File: src/rtl/sld_pkg.sv
// constants shared by the serial segment driver and its fifo
// assumes one 20 MHz core clock; pins are sampled, not used as clocks
package sld_pkg;
  localparam int SLD_SEG_COUNT = 32;
  localparam int SLD_OSC_DIV = 32;
  localparam int SLD_FIFO_DEPTH = 4;
  localparam int SLD_CORE_CLK_HZ = 20000000;
  // osc edges closer than this mean a self-oscillating rc pin
  localparam int SLD_DRIVEN_TIMEOUT_NS = 100000;
  localparam int SLD_DRIVEN_TIMEOUT_CYC =
    (SLD_DRIVEN_TIMEOUT_NS / 1000) * (SLD_CORE_CLK_HZ / 1000000);
  localparam logic [11:0] SLD_TIMEOUT_RST = 12'h000;
  localparam logic [4:0] SLD_DIV_RST = 5'h00;
endpackage : sld_pkg
File: src/rtl/sld_driver.sv
// serial-in, 32-segment lcd driver with backplane generation
// assumes serial clock, data, load and osc pin are async pins, sampled
// on core_clk; serial clock must be well below core_clk / 4
module sld_driver import sld_pkg::*; #(
  parameter int SEGS = SLD_SEG_COUNT,
  parameter int DIV = SLD_OSC_DIV,
  parameter int TIMEOUT_CYC = SLD_DRIVEN_TIMEOUT_CYC
) (
  input wire logic core_clk,
  input wire logic rst,
  input wire logic serialClk,
  input wire logic serialIn,
  input wire logic loadIn,
  input wire logic backplane_osc_pin,
  output logic serialOut,
  output logic backplane_out,
  output logic [SEGS-1:0] segOut
);
  typedef enum logic [1:0] {
    OSC_SELF = 2'b01,
    OSC_DRIVEN = 2'b10
  } sld_osc_e;

  // two-flop synchronisers; stage one read only by stage two
  logic [3:0] syncA_q;
  logic [3:0] syncB_q;
  logic [3:0] syncC_q;
  always_ff @(posedge core_clk) begin
    syncA_q <= {backplane_osc_pin, loadIn, serialIn, serialClk};
    syncB_q <= syncA_q;
    syncC_q <= syncB_q;
  end
  wire clkS = syncB_q[0];
  wire dataS = syncB_q[1];
  wire loadS = syncB_q[2];
  wire oscS = syncB_q[3];
  wire clkFall = syncC_q[0] && !clkS;
  wire clkRise = !syncC_q[0] && clkS;
  wire oscRise = !syncC_q[3] && oscS;
  wire oscEdge = syncC_q[3] != oscS;

  // captured bits pass through the fifo; shifting pops one per fall
  logic fifoReady;
  logic bitValid;
  logic bitData;
  sld_fifo #(.WIDTH(1), .DEPTH(SLD_FIFO_DEPTH)) u_fifo (
    .core_clk(core_clk),
    .rst(rst),
    .inValid(clkFall),
    .inReady(fifoReady),
    .inData(dataS),
    .outValid(bitValid),
    .outReady(1'b1),
    .outData(bitData)
  );
  // fifo never holds more than one bit since it drains each cycle
  wire doShift = bitValid;

  logic [SEGS-1:0] shift_q;
  logic [SEGS-1:0] latch_q;
  logic serialOut_q;
  always_ff @(posedge core_clk) begin
    if (doShift) begin
      shift_q <= {shift_q[SEGS-2:0], bitData};
    end
  end
  wire [SEGS-1:0] shiftNext = doShift ? {shift_q[SEGS-2:0], bitData}
                                      : shift_q;
  always_ff @(posedge core_clk) begin
    if (loadS) begin
      latch_q <= shiftNext;
    end
  end
  always_ff @(posedge core_clk) begin
    if (rst) begin
      serialOut_q <= 1'b0;
    end else if (clkRise) begin
      serialOut_q <= shift_q[SEGS-1];
    end
  end
  assign serialOut = serialOut_q;

  // oscillator mode sensing and backplane phase
  logic [11:0] idle_q;
  logic [4:0] div_q;
  logic bpPhase_q;
  sld_osc_e oscMode;
  wire timedOut = idle_q == 12'(TIMEOUT_CYC);
  // an rc pin toggles well inside the window; a slow external drive
  // leaves the pin quiet past it, so a quiet pin is taken as driven
  assign oscMode = timedOut ? OSC_DRIVEN : OSC_SELF;
  always_ff @(posedge core_clk) begin
    if (rst || oscEdge) begin
      idle_q <= SLD_TIMEOUT_RST;
    end else if (!timedOut) begin
      idle_q <= idle_q + 12'h001;
    end
  end
  always_ff @(posedge core_clk) begin
    if (rst) begin
      div_q <= SLD_DIV_RST;
    end else if (oscRise) begin
      div_q <= (div_q == 5'(DIV/2 - 1)) ? SLD_DIV_RST : div_q + 5'h01;
    end
  end
  // self mode toggles once per 16 rises; an external drive faster
  // than the window is mistaken for an rc pin, a known limitation
  wire divWrap = oscRise && (div_q == 5'(DIV/2 - 1));
  logic bpNext;
  always_comb begin
    bpNext = bpPhase_q;
    unique case (oscMode)
      OSC_DRIVEN: bpNext = oscS;
      OSC_SELF: bpNext = divWrap ? !bpPhase_q : bpPhase_q;
      default: bpNext = bpPhase_q;
    endcase
  end
  always_ff @(posedge core_clk) begin
    if (rst) begin
      bpPhase_q <= 1'b0;
    end else begin
      bpPhase_q <= bpNext;
    end
  end
  assign backplane_out = bpPhase_q;

  logic [SEGS-1:0] seg_q;
  always_ff @(posedge core_clk) begin
    // xor keeps dc bias zero on every segment
    seg_q <= latch_q ^ {SEGS{bpNext}};
  end
  assign segOut = seg_q;

  // latches carry no reset; the phase check waits for a first load
  logic loaded_q;
  always_ff @(posedge core_clk) begin
    if (rst) begin
      loaded_q <= 1'b0;
    end else if (loadS) begin
      loaded_q <= 1'b1;
    end
  end

  // shift path and output reset
  fifo_room_a: assert property (
    @(posedge core_clk) disable iff (rst)
    clkFall |-> fifoReady)
    else $error("serial bit dropped");
  shift_in_a: assert property (
    @(posedge core_clk) disable iff (rst)
    doShift |=> shift_q[0] == $past(bitData))
    else $error("shift did not capture input");
  shift_order_a: assert property (
    @(posedge core_clk) disable iff (rst)
    doShift |=> shift_q[SEGS-1:1] == $past(shift_q[SEGS-2:0]))
    else $error("shift order wrong");
  data_out_a: assert property (
    @(posedge core_clk) disable iff (rst)
    clkRise |=> serialOut == $past(shift_q[SEGS-1]))
    else $error("data out not updated on rise");
  data_hold_a: assert property (
    @(posedge core_clk) disable iff (rst)
    !clkRise |=> $stable(serialOut))
    else $error("data out changed off rise");
  out_reset_a: assert property (
    @(posedge core_clk)
    rst |=> serialOut == 1'b0 && backplane_out == 1'b0)
    else $error("outputs not cleared by reset");

  // latch and segment path
  load_copy_a: assert property (
    @(posedge core_clk)
    loadS && !doShift |=> latch_q == $past(shift_q))
    else $error("load did not copy");
  load_hold_a: assert property (
    @(posedge core_clk)
    !loadS |=> $stable(latch_q))
    else $error("latch changed without load");
  seg_phase_a: assert property (
    @(posedge core_clk) disable iff (rst)
    $past(loaded_q) |->
      segOut == (latch_q ^ {SEGS{backplane_out}}) || $changed(latch_q))
    else $error("segment phase wrong");

  // backplane path
  bp_follow_a: assert property (
    @(posedge core_clk) disable iff (rst)
    oscMode == OSC_DRIVEN |=> backplane_out == $past(oscS))
    else $error("backplane not in phase with drive");
  bp_div_a: assert property (
    @(posedge core_clk) disable iff (rst)
    oscMode == OSC_SELF && !divWrap |=> $stable(backplane_out))
    else $error("backplane toggled off divider wrap");
  div_range_a: assert property (
    @(posedge core_clk) disable iff (rst)
    div_q <= 5'(DIV/2 - 1))
    else $error("divider out of range");
  mode_a: assert property (
    @(posedge core_clk) disable iff (rst)
    oscEdge |=> oscMode == OSC_SELF)
    else $error("fast osc edge not taken as rc pin");
  shift_cov: cover property (@(posedge core_clk) doShift);
  load_cov: cover property (@(posedge core_clk) loadS && doShift);
  hold_cov: cover property (@(posedge core_clk) !loadS && doShift);
  self_cov: cover property (@(posedge core_clk)
    divWrap && oscMode == OSC_SELF);
  drive_cov: cover property (@(posedge core_clk)
    oscEdge && oscMode == OSC_DRIVEN);
endmodule : sld_driver

File: src/rtl/sld_fifo.sv
// small valid/ready fifo for captured serial bits
// assumes producer and consumer share core_clk
module sld_fifo #(
  parameter int WIDTH = 1,
  parameter int DEPTH = 4
) (
  input wire logic core_clk,
  input wire logic rst,
  input wire logic inValid,
  output logic inReady,
  input wire logic [WIDTH-1:0] inData,
  output logic outValid,
  input wire logic outReady,
  output logic [WIDTH-1:0] outData
);
  localparam int AW = $clog2(DEPTH);
  logic [WIDTH-1:0] mem [DEPTH];
  logic [AW-1:0] wrPtr_q;
  logic [AW-1:0] rdPtr_q;
  logic [AW:0] count_q;
  wire doWrite = inValid && inReady;
  wire doRead = outValid && outReady;
  assign inReady = (count_q != (AW+1)'(DEPTH));
  assign outValid = (count_q != '0);
  assign outData = mem[rdPtr_q];
  always_ff @(posedge core_clk) begin
    if (doWrite) begin
      mem[wrPtr_q] <= inData;
    end
  end
  always_ff @(posedge core_clk) begin
    if (rst) begin
      wrPtr_q <= '0;
      rdPtr_q <= '0;
      count_q <= '0;
    end else begin
      if (doWrite) begin
        wrPtr_q <= (wrPtr_q == AW'(DEPTH-1)) ? '0 : wrPtr_q + AW'(1);
      end
      if (doRead) begin
        rdPtr_q <= (rdPtr_q == AW'(DEPTH-1)) ? '0 : rdPtr_q + AW'(1);
      end
      count_q <= count_q + (AW+1)'(doWrite) - (AW+1)'(doRead);
    end
  end
  fifo_bound_a: assert property (@(posedge core_clk) disable iff (rst)
    count_q <= (AW+1)'(DEPTH)) else $error("fifo count overflow");
endmodule : sld_fifo

File: config.mk
export PLATFORM = sky130hd
export DESIGN_NAME = sld_driver
export DESIGN_NICKNAME = d
export VERILOG_FILES = /design/src/rtl/sld_pkg.sv /design/src/rtl/sld_driver.sv /design/src/rtl/sld_fifo.sv
export SDC_FILE = /design/constraint.sdc
export NUM_CORES = 1
export LEC_CHECK = 0
export CORE_MARGIN = 2
export CORE_UTILIZATION = 62
export CTS_CLUSTER_DIAMETER = 150
export DETAILED_ROUTE_END_ITERATION = 8
export DONT_BUFFER_PORTS = 1
export PLACE_DENSITY_LB_ADDON = 0.15
export RECOVER_POWER = 50
export SLEW_MARGIN = 30
export SYNTH_ARGS = -nofsm -noshare
export SYNTH_HDL_FRONTEND = slang
export SYNTH_SLANG_ARGS = --single-unit
File: constraint.sdc
create_clock -name core_clk -period 2.6 [get_ports core_clk]
set_clock_uncertainty 0.1 [all_clocks]
set_input_delay 0 -clock core_clk [delete_from_list [all_inputs] [get_ports core_clk]]
set_output_delay 0 -clock core_clk [all_outputs]
set_load 0.02 [all_outputs]
After elaboration in Yosys (flattened, before gate mapping). Memories as Yosys holds them, arrays and structs flattened. A register that Yosys moved wholly into a read port is not among the register bits. Cells that the tools add are included.

Bits of input ports: 6. Output and inout port bits: 34. Memory bits (writable): 4. Register bits: 134. Memories kept: 1. Logic and storage cells: 51.

Eq/ne operators: 8. Bitwise logic cells: 1. Reductions and logical operators: 11. $add $sub $neg: 6. Muxes and demuxes: 11.

Memories: u_fifo.mem (words 4, width 1, rd ports 1, clocked after Yosys merged registers in 1, write ports 1, RTL line sld_fifo.sv:17) `logic [WIDTH-1:0] mem [DEPTH];`.

Operator list (count): 32-bit 2-to-1 mux (1); 32-bit bitwise XOR (1); 12-bit by 1-bit adder with 12-bit output, second input constant (1); 12-bit by 11-bit == test with 1-bit output, second input constant (1); 2-bit 2-to-1 mux (5); 2-bit == test, second input constant (3); 5-bit by 1-bit adder with 5-bit output, second input constant (1); 5-bit by 4-bit == test with 1-bit output, second input constant (1); 1-bit logical AND (5); 5-bit 2-to-1 mux (1); 2-bit by 1-bit adder with 2-bit output, second input constant (2); 1-bit logical NOT (4); 3-bit by 1-bit adder with 3-bit output (1); 1-bit 2-to-1 mux (3); 3-bit != test, second input constant (1); 3-bit nonzero test (1); 3-bit by 1-bit subtractor with 3-bit output (1); 2-bit by 1-bit == test with 1-bit output, second input constant (1); 1-bit one-hot mux with 2 select lines (1); 1-bit logical OR (1); 1-bit != test (1).

Longest topological paths before layout. Gate-level depths: netlist (run 1).

Depth after elaboration: 6. Depth in mapped cells: 9. Mapped depth without buffers: 8.

By module. Synthesis (run 1) repeated with hierarchy kept, for this count alone.

Cells, all modules: 492. Area total of the unflattened synthesis: 5641.7 µm².

By module, submodules not included: sld_driver (cells each 437, seq. area each 2822.7 µm², area an instance 5003.5 µm², times used 1); sld_fifo (cells each 55, seq. area each 300.3 µm², area an instance 638.1 µm², times used 1).

Worst setup path after synthesis (run 1). No wires, ideal clock.

Path type: reg2reg. Start point: reg u_fifo.count_q[2]. End point: reg u_fifo.count_q[2]. Data arrival time: 1.989 ns. Cell stages (with the launch flop): 8. Path slack: 0.383 ns. Path buffers: 1. Required time: 2.372 ns. Period minus slack after synthesis: 2.217 ns. Library setup time: 0.128 ns. Path through: dfxtp_1 -> nor3_2 -> clkbuf_1 -> nor2_1 -> fa_1 -> xor2_1 -> xnor2_1 -> nor2_1.

Word-level cells in the longest chain between the ends: 4. Elaborated cells on any way between the ends: 5. Those cells by class: add/sub (2); eq/ne (1); reduce/logical (2).

Ends and longest elaborated chain: start: declaration (RTL line sld_fifo.sv:20) `logic [AW:0] count_q;`; start signal: assignment (RTL line sld_fifo.sv:43) `count_q <= count_q + (AW+1)'(doWrite) - (AW+1)'(doRead);`; 3-bit != test (RTL line sld_fifo.sv:23) `assign inReady = (count_q != (AW+1)'(DEPTH));`; 1-bit logical AND (RTL line sld_fifo.sv:21) `wire doWrite = inValid && inReady;`; 3-bit by 1-bit adder with 3-bit output (RTL line sld_fifo.sv:43); 3-bit by 1-bit subtractor with 3-bit output (*) (RTL line sld_fifo.sv:43).

Every way passes the cells marked *; elsewhere a longest branch is shown, timed or not. A chain may end at the register's enable or synchronous reset.

Final worst setup path (run 1).
Start point: reg idle_q[0]. End point: reg seg_q[25] (netlist: segOut[25]).

Word-level cells in the longest chain between the ends: 5. Elaborated cells on any way between the ends: 6. Those cells by class: eq/ne (3); mux (2); bitwise (1).

Ends and longest elaborated chain: start: declaration (RTL line sld_driver.sv:84) `logic [11:0] idle_q;`; start signal: assignment (RTL line sld_driver.sv:96) `idle_q <= idle_q + 12'h001;`; 12-bit by 11-bit == test with 1-bit output (*) (RTL line sld_driver.sv:88) `wire timedOut = idle_q == 12'(TIMEOUT_CYC);`; 2-bit 2-to-1 mux (*) (RTL line sld_driver.sv:91) `assign oscMode = timedOut ? OSC_DRIVEN : OSC_SELF;`; 2-bit by 1-bit == test with 1-bit output / 2-bit == test (equally long branches) (RTL line sld_driver.sv:112) `unique case (oscMode)`; 1-bit one-hot mux with 2 select lines (*) (RTL line sld_driver.sv:112); 32-bit bitwise XOR (*) (RTL line sld_driver.sv:130) `seg_q <= latch_q ^ {SEGS{bpNext}};`; end signal: assignment (RTL line sld_driver.sv:130); end: declaration (RTL line sld_driver.sv:127) `logic [SEGS-1:0] seg_q;`.

Marks and branches as above.

==> results.py, run 1 <==
metrics = {
    "outcome": {
        "outcome": "finished, violations left",
        "violations": "max-capacitance violations, max-slew violations",
    },
    "finish": {
        "nNetsFinal": 499,
        "syn2layout_area_growth_pct": 13.6,
        "layout-drive-gt1-share": 0.149,
        "diodes": 0,
    },
    "drt": {
        "wl_um": 10100,
        "postRouteAntennaNets": 0,
        "num_vias": 3744,
        "drc": 0,
        "drtIter0Drc": 201,
        "dr.pass1.iters": 5,
        "wl_per_cell_um": 16.8,
        "avgViaCountPerCell": 6.21,
    },
    "yosys": {
        "ys_seq_area_frac": 0.569,
        "synth-compound-area-share": 0.0651,
        "synth_edf_count": 36,
        "synth_cell_type_count": 34,
        "ys.flop_type": "dfxtp_1",
        "synth_xor_area_frac": 0.0223,
        "synth_async_sr_flop_share": 0,
        "synth_adder_area_share": 0.0264,
        "yosys_warnings": 0,
        "muxShareOfSynthArea": 0.0788,
        "netlist_instances": 485,
        "syn_avg_cell_area_sq_um": 11.3,
        "synth-simple-area-share": 0.203,
        "synth_seq_cells": 138,
        "synth_top_family_by_area": "simple AND/OR/NAND/NOR gates",
        "netlist_area_sq_um": 5490,
        "syn_nets": 502,
    },
    "critical_path": {
        "start_kind": "flip-flop",
        "path_cells": "inv_1, ha_1, nand4bb_1, or3_2, buf_12, o211a_1, nor4_1",
        "worst_path_max_delay_cell": "or3_2",
        "r2r_slack_ps": 330,
        "critPathRequiredTime_ps": 2880,
        "cp_top_family": "simple AND/OR/NAND/NOR gates",
        "cp_num_buf_inv": 2,
        "cp_data_arrival_time_ps": 2550,
        "worst-setup-path-type": "reg -> reg",
        "critPathCaptureType": "flip-flop",
        "cpPeakStageDelay_ps": 520,
        "worstPathMaxFanout": 66,
    },
    "sta": {
        "report.final.slew_viol_count": 33,
        "setup_violations": 0,
        "setup_tns_ps": 0,
        "slew_headroom": -0.153,
        "grt_setup_unrepaired": "no",
        "final_hold_viol_count": 0,
        "clock.fmax_mhz": 441,
        "post-route-min-period_ps": 2270,
        "tightest_slew_ps": 1730,
        "period_share": 0.871,
    },
    "grt": {
        "grt_max_degree": 67,
        "grt_pass1_wl_um": 17000,
        "overflow": 0,
        "grtUsageTotal": 0.219,
        "antenna_found_initial": 0,
        "grt_pass1_vias": 3522,
    },
    "clock_tree": {
        "cts_resized": 0,
        "clk_pin_slew_ps": 60,
        "clk_latency_ps": 510,
        "cts_buffers": 17,
        "postCtsSetupBuffers": 0,
        "cts_sinks": 138,
        "root_buffer": "clkbuf_8",
        "htree_levels": 4,
        "cts_tree": "yes",
        "cts_buffer_depth": 2,
    },
    "floorplanning": {
        "rows": 34,
        "die_height_um": 98.1,
        "die-area_sq_um": 9630,
        "core_sq_um": 8640,
        "start_util": 0.636,
        "io-pin-count": 40,
        "die_w_um": 98.1,
    },
    "placed_design": {
        "dp_hpwl_um": 5910,
        "place.gp.congestion": 0.797,
        "numPortBuffers": 0,
    },
    "pwr": {
        "power_mw": 7.57,
        "p_leak_nw": 2.63,
        "max-vdd-ir-drop_v": 0.000776,
        "power-per-cell-area_nw_per_um2": 1210,
    },
    "job": {
        "max_cap_viol_count": 1,
    },
    "hold_path": {
        "hp-class": "reg -> reg",
    },
}
==> routing by layer <==
layer  track usage  part of all wire  wire [um]
met1         0.280              0.44       4480
met2         0.359              0.50       5050
met3        0.0694             0.050        503
met4        0.0673             0.010        106
met5             0                 0          0
==> synth_stat cells, drive strengths merged, types with 6 or more instances <==
library cell | count | share of area
and3 | 32 | 0.036
dfxtp | 102 | 0.37
inv | 7 | 0.0048
nand4 | 6 | 0.0068
nor4 | 65 | 0.074
clkbuf | 36 | 0.025
o211a | 32 | 0.058
ha | 10 | 0.023
mux2 | 32 | 0.066
nor2 | 26 | 0.018
xnor2 | 7 | 0.011
edfxtp | 36 | 0.20
nor3 | 43 | 0.041
nand2 | 6 | 0.0041
xor2 | 7 | 0.011
==> per-stage QoR <==
step | cell area (sq um) | hold slack [ps] | utilization | setup slack (ps) | cells
after global placement | 5580 | -72.2 | 0.646 | 269 | 562
after CTS | 6270 | 233 | 0.726 | 347 | 603
final | 6240 | 230 | 0.722 | 335 | 603
after global routing | 6240 | 236 | 0.722 | 221 | 603
after floorplan | 5490 | -72.3 | - | 383 | 485
after detailed placement | 5590 | -72.2 | 0.647 | 387 | 562
==> placed cells by master (no fill, tap or decap), types with 6 or more instances in the layout <==
| cell type | instances |
|---|---|
| dfxtp_1 | 101 |
| nor4_1 | 65 |
| nor3_1 | 41 |
| edfxtp_1 | 36 |
| o211a_1 | 32 |
| and3_1 | 32 |
| mux2_2 | 31 |
| nor2_1 | 26 |
| clkbuf_16 | 16 |
| ha_1 | 10 |
| dlygate4sd3_1 | 9 |
| inv_1 | 7 |
| xnor2_1 | 7 |
| xor2_1 | 7 |
| nand4_1 | 6 |
| nand2_1 | 6 |
==> power breakdown <==
group          internal, mW  switching [mW]  leakage [nW]  total, mW
clock network          1.46           0.901         0.274       2.37
logic                 0.725           0.600          1.15       1.33
registers              3.13           0.756          1.21       3.88
total                  5.32            2.26          2.63       7.57
==> area by class of cell <==
cell class	count	area, sq um
Clock buffer	18	418
Clock inverter	14	173
Fill cell	597	2400
Inverter	7	26.3
Multi-Input combinational cell	299	2190
Sequential cell	138	3120
Tap cell	108	135
Timing Repair Buffer	19	173
==> flip-flops by register name, indices dropped and copies added (netlist names), named ones only <==
signal,count
u_fifo.count_q,3
idle_q,12
u_fifo.wrPtr_q,2
segOut,32
syncA_q,4
div_q,5
serialOut,1
syncC_q,2
syncB_q,4
shift_q,32
u_fifo.mem,4
backplane_out,1
latch_q,32
u_fifo.rdPtr_q,2
==> final timing paths <==
check	start	endpoint	cells after the start
worst max-delay path	idle_q[0]	segOut[25]	7
worst min-delay path	syncA_q[0]	syncB_q[0]	0
worst max register to register	idle_q[0]	segOut[25]	7
worst min register to register	syncA_q[0]	syncB_q[0]	0
==> worst reg2reg max path, delay by kind of cell, from the launching register on <==
family	cells	cell delay [ps]
and+or+nand+nor	3	1060
buffers and inverters	2	330
DFF	1	350
adders and majority gates	1	150
AOI/OAI and AO/OA	1	150
==> repair_timing <==
action                                  in CTS  in global routing
endpoints found under the setup margin       0                  0
hold endpoints to repair                    32                  0
hold buffers                                 9                  0
==> logic make-up (layout without fill, tap and decap cells) <==
kind of cell	count (synthesis)	count (layout)
compound gates	39	39
xor+xnor	14	14
fa+ha+maj	11	11
buf+inv	48	58
flops	138	138
mux	38	38
simple gates	197	197
Note: power is estimated with default switching activity, not from simulation.
==> run 2: changes to the inputs <==
--- a/config.mk
+++ b/config.mk
@@ -5,6 +5,7 @@
 export SDC_FILE = /design/constraint.sdc
 export NUM_CORES = 1
 export LEC_CHECK = 0
+export ABC_AREA = 1
 export CORE_MARGIN = 2
 export CORE_UTILIZATION = 62
 export CTS_CLUSTER_DIAMETER = 150
==> run 2 against run 1 <==
Against the previous run: the run still ends with max-capacitance violations, max-slew violations left; final cell count increased by 10%; worst hold slack got worse by 3.4 ps; first-iteration DRC count decreased by 7.5%; register-to-register slack improved by 130 ps; power decreased by 12%; sequential share of layout area increased by 3.1 points; largest power group unchanged.
==> results.py, run 2 <==
metrics = {
    "outcome": {
        "outcome": "finished, violations left",
        "violations": "max-capacitance violations, max-slew violations",
    },
    "placed_design": {
        "dp_hpwl_um": 5360,
        "numPortBuffers": 0,
        "place.gp.congestion": 0.822,
    },
    "critical_path": {
        "cp_data_arrival_time_ps": 2130,
        "critPathCaptureType": "flip-flop",
        "critPathRequiredTime_ps": 2600,
        "worst-setup-path-type": "reg -> reg",
        "cpPeakStageDelay_ps": 1300,
        "worst_path_max_delay_cell": "clkbuf_1",
        "worstPathMaxFanout": 32,
        "start_kind": "flip-flop",
        "cp_num_buf_inv": 1,
        "cp_top_family": "buffers and inverters",
        "path_cells": "clkbuf_1",
    },
    "drt": {
        "wl_per_cell_um": 13.4,
        "drtIter0Drc": 186,
        "wl_um": 8930,
        "dr.pass1.iters": 4,
        "avgViaCountPerCell": 5.20,
        "num_vias": 3462,
        "postRouteAntennaNets": 0,
        "drc": 0,
    },
    "clock_tree": {
        "postCtsSetupBuffers": 0,
        "postCtsHoldBufs": 9,
        "cts_resized": 0,
        "root_buffer": "clkbuf_8",
        "cts_sinks": 138,
        "clk_latency_ps": 510,
        "clk_pin_slew_ps": 60,
        "htree_levels": 4,
        "cts_tree": "yes",
        "cts_buffers": 17,
        "cts_buffer_depth": 2,
    },
    "floorplanning": {
        "core_sq_um": 8180,
        "die-area_sq_um": 9180,
        "io-pin-count": 40,
        "die_w_um": 95.8,
        "rows": 33,
        "start_util": 0.639,
        "die_height_um": 95.8,
    },
    "sta": {
        "final_hold_viol_count": 0,
        "setup_violations": 0,
        "hold_ws_ps": 227,
        "post-route-min-period_ps": 2130,
        "tightest_slew_ps": 1810,
        "slew_headroom": -0.205,
        "report.final.slew_viol_count": 33,
        "period_share": 0.820,
        "clock.fmax_mhz": 469,
        "setup_tns_ps": 0,
        "grt_setup_unrepaired": "no",
    },
    "finish": {
        "multi_input_area_sq_um": 1620,
        "nNetsFinal": 565,
        "diodes": 0,
        "nFillCells": 587,
        "mostFrequentLayoutCells": "dfxtp_1, nand2_1, inv_1",
        "register_area_sq_um": 3120,
        "finalCoreUtilization": 0.719,
        "final_common_cell": "dfxtp_1",
        "syn2layout_area_growth_pct": 12.4,
        "layout-drive-gt1-share": 0.125,
    },
    "yosys": {
        "synth_top_area_share": 0.391,
        "ys_top_cells_by_count": "dfxtp_1, nand2_1, inv_1",
        "synth_cell_type_count": 36,
        "netlist_area_sq_um": 5230,
        "synth_top_cell_by_area": "dfxtp_1",
        "syn_avg_cell_area_sq_um": 9.77,
        "synth_area_leaders": "dfxtp_1, edfxtp_1, nand2_1",
        "synth_seq_cells": 138,
        "synth_edf_count": 36,
        "netlist_instances": 535,
        "ys_seq_area_frac": 0.597,
        "yosys_warnings": 0,
        "synth_async_sr_flop_share": 0,
        "synth.most_common_cell": "dfxtp_1",
        "syn_nets": 552,
        "ys.flop_type": "dfxtp_1",
    },
    "grt": {
        "overflow": 0,
        "grt_pass1_vias": 3337,
        "antenna_found_initial": 0,
        "grtUsageTotal": 0.218,
        "grt_pass1_wl_um": 15100,
        "grt_max_degree": 38,
    },
    "pwr": {
        "power-per-cell-area_nw_per_um2": 1140,
        "max-vdd-ir-drop_v": 0.000648,
        "p_leak_nw": 2.46,
        "power_mw": 6.68,
    },
    "job": {
        "max_cap_viol_count": 1,
    },
    "hold_path": {
        "hp-class": "reg -> reg",
    },
}
-- run 2: changes by cell type after synthesis, sizes merged, moves of 14 or more --
| cell | before | now |
|---|---|---|
| and3 | 32 | 0 |
| buf | 5 | 19 |
| clkbuf | 36 | 2 |
| inv | 7 | 80 |
| mux2 | 32 | 0 |
| nand2 | 6 | 100 |
| nand3 | 4 | 75 |
| nor3 | 43 | 3 |
| nor4 | 65 | 0 |
| o211a | 32 | 2 |
| o21ai | 1 | 42 |
-- run 2: layout make-up --
type,instances,share of cell area
sequential,138,0.532
multi-input combinational,296,0.275
clock buffer,19,0.0735
inverter,80,0.0511
clock inverter,13,0.0243
tap,105,0.0224
timing repair buffer,15,0.0219
-- run 2: report_power, final --
part | internal, mW | total [mW] | switching, mW | leakage, nW
Clock | 1.39 | 2.28 | 0.887 | 0.271
Combinational | 0.339 | 1.02 | 0.682 | 0.977
Sequential | 2.90 | 3.37 | 0.476 | 1.21
Total | 4.63 | 6.68 | 2.05 | 2.46
-- run 2: through the flow --
stage / setup WS [ps] / cells / area [sq um]
6_report: 468 / 666 / 5880
2_1_floorplan: 548 / 535 / 5230
4_1_cts: 655 / 666 / 5880
3_5_place_dp: 680 / 625 / 5220
3_3_place_gp: 778 / 625 / 5220
5_1_grt: 356 / 666 / 5880
-- run 2: final timing paths --
kind	from	end	slack [ps]	depth (start not counted)
worst max register to register	syncB_q[2]	latch_q[0]	470	1
worst max-delay path	syncB_q[2]	latch_q[0]	470	1
worst min register to register	syncA_q[1]	syncB_q[1]	230	0
worst min-delay path	syncA_q[1]	syncB_q[1]	230	0
-- run 2: cells by family after synthesis --
logic type      synth area share
simple gates               0.208
flops                      0.597
buf+inv                   0.0926
compound gates            0.0697
fa+ha+maj                 0.0278
xor+xnor                 0.00503
-- run 2: routing by layer --
| metal | vias up | track usage | part of all wire |
|---|---|---|---|
| met5 | - | 0 | 0 |
| met4 | 0 | 0.0893 | 0.019 |
| met1 | 1625 | 0.253 | 0.44 |
| met2 | 57 | 0.374 | 0.49 |
| met3 | 17 | 0.0720 | 0.048 |
| li1 | 1763 | - | - |
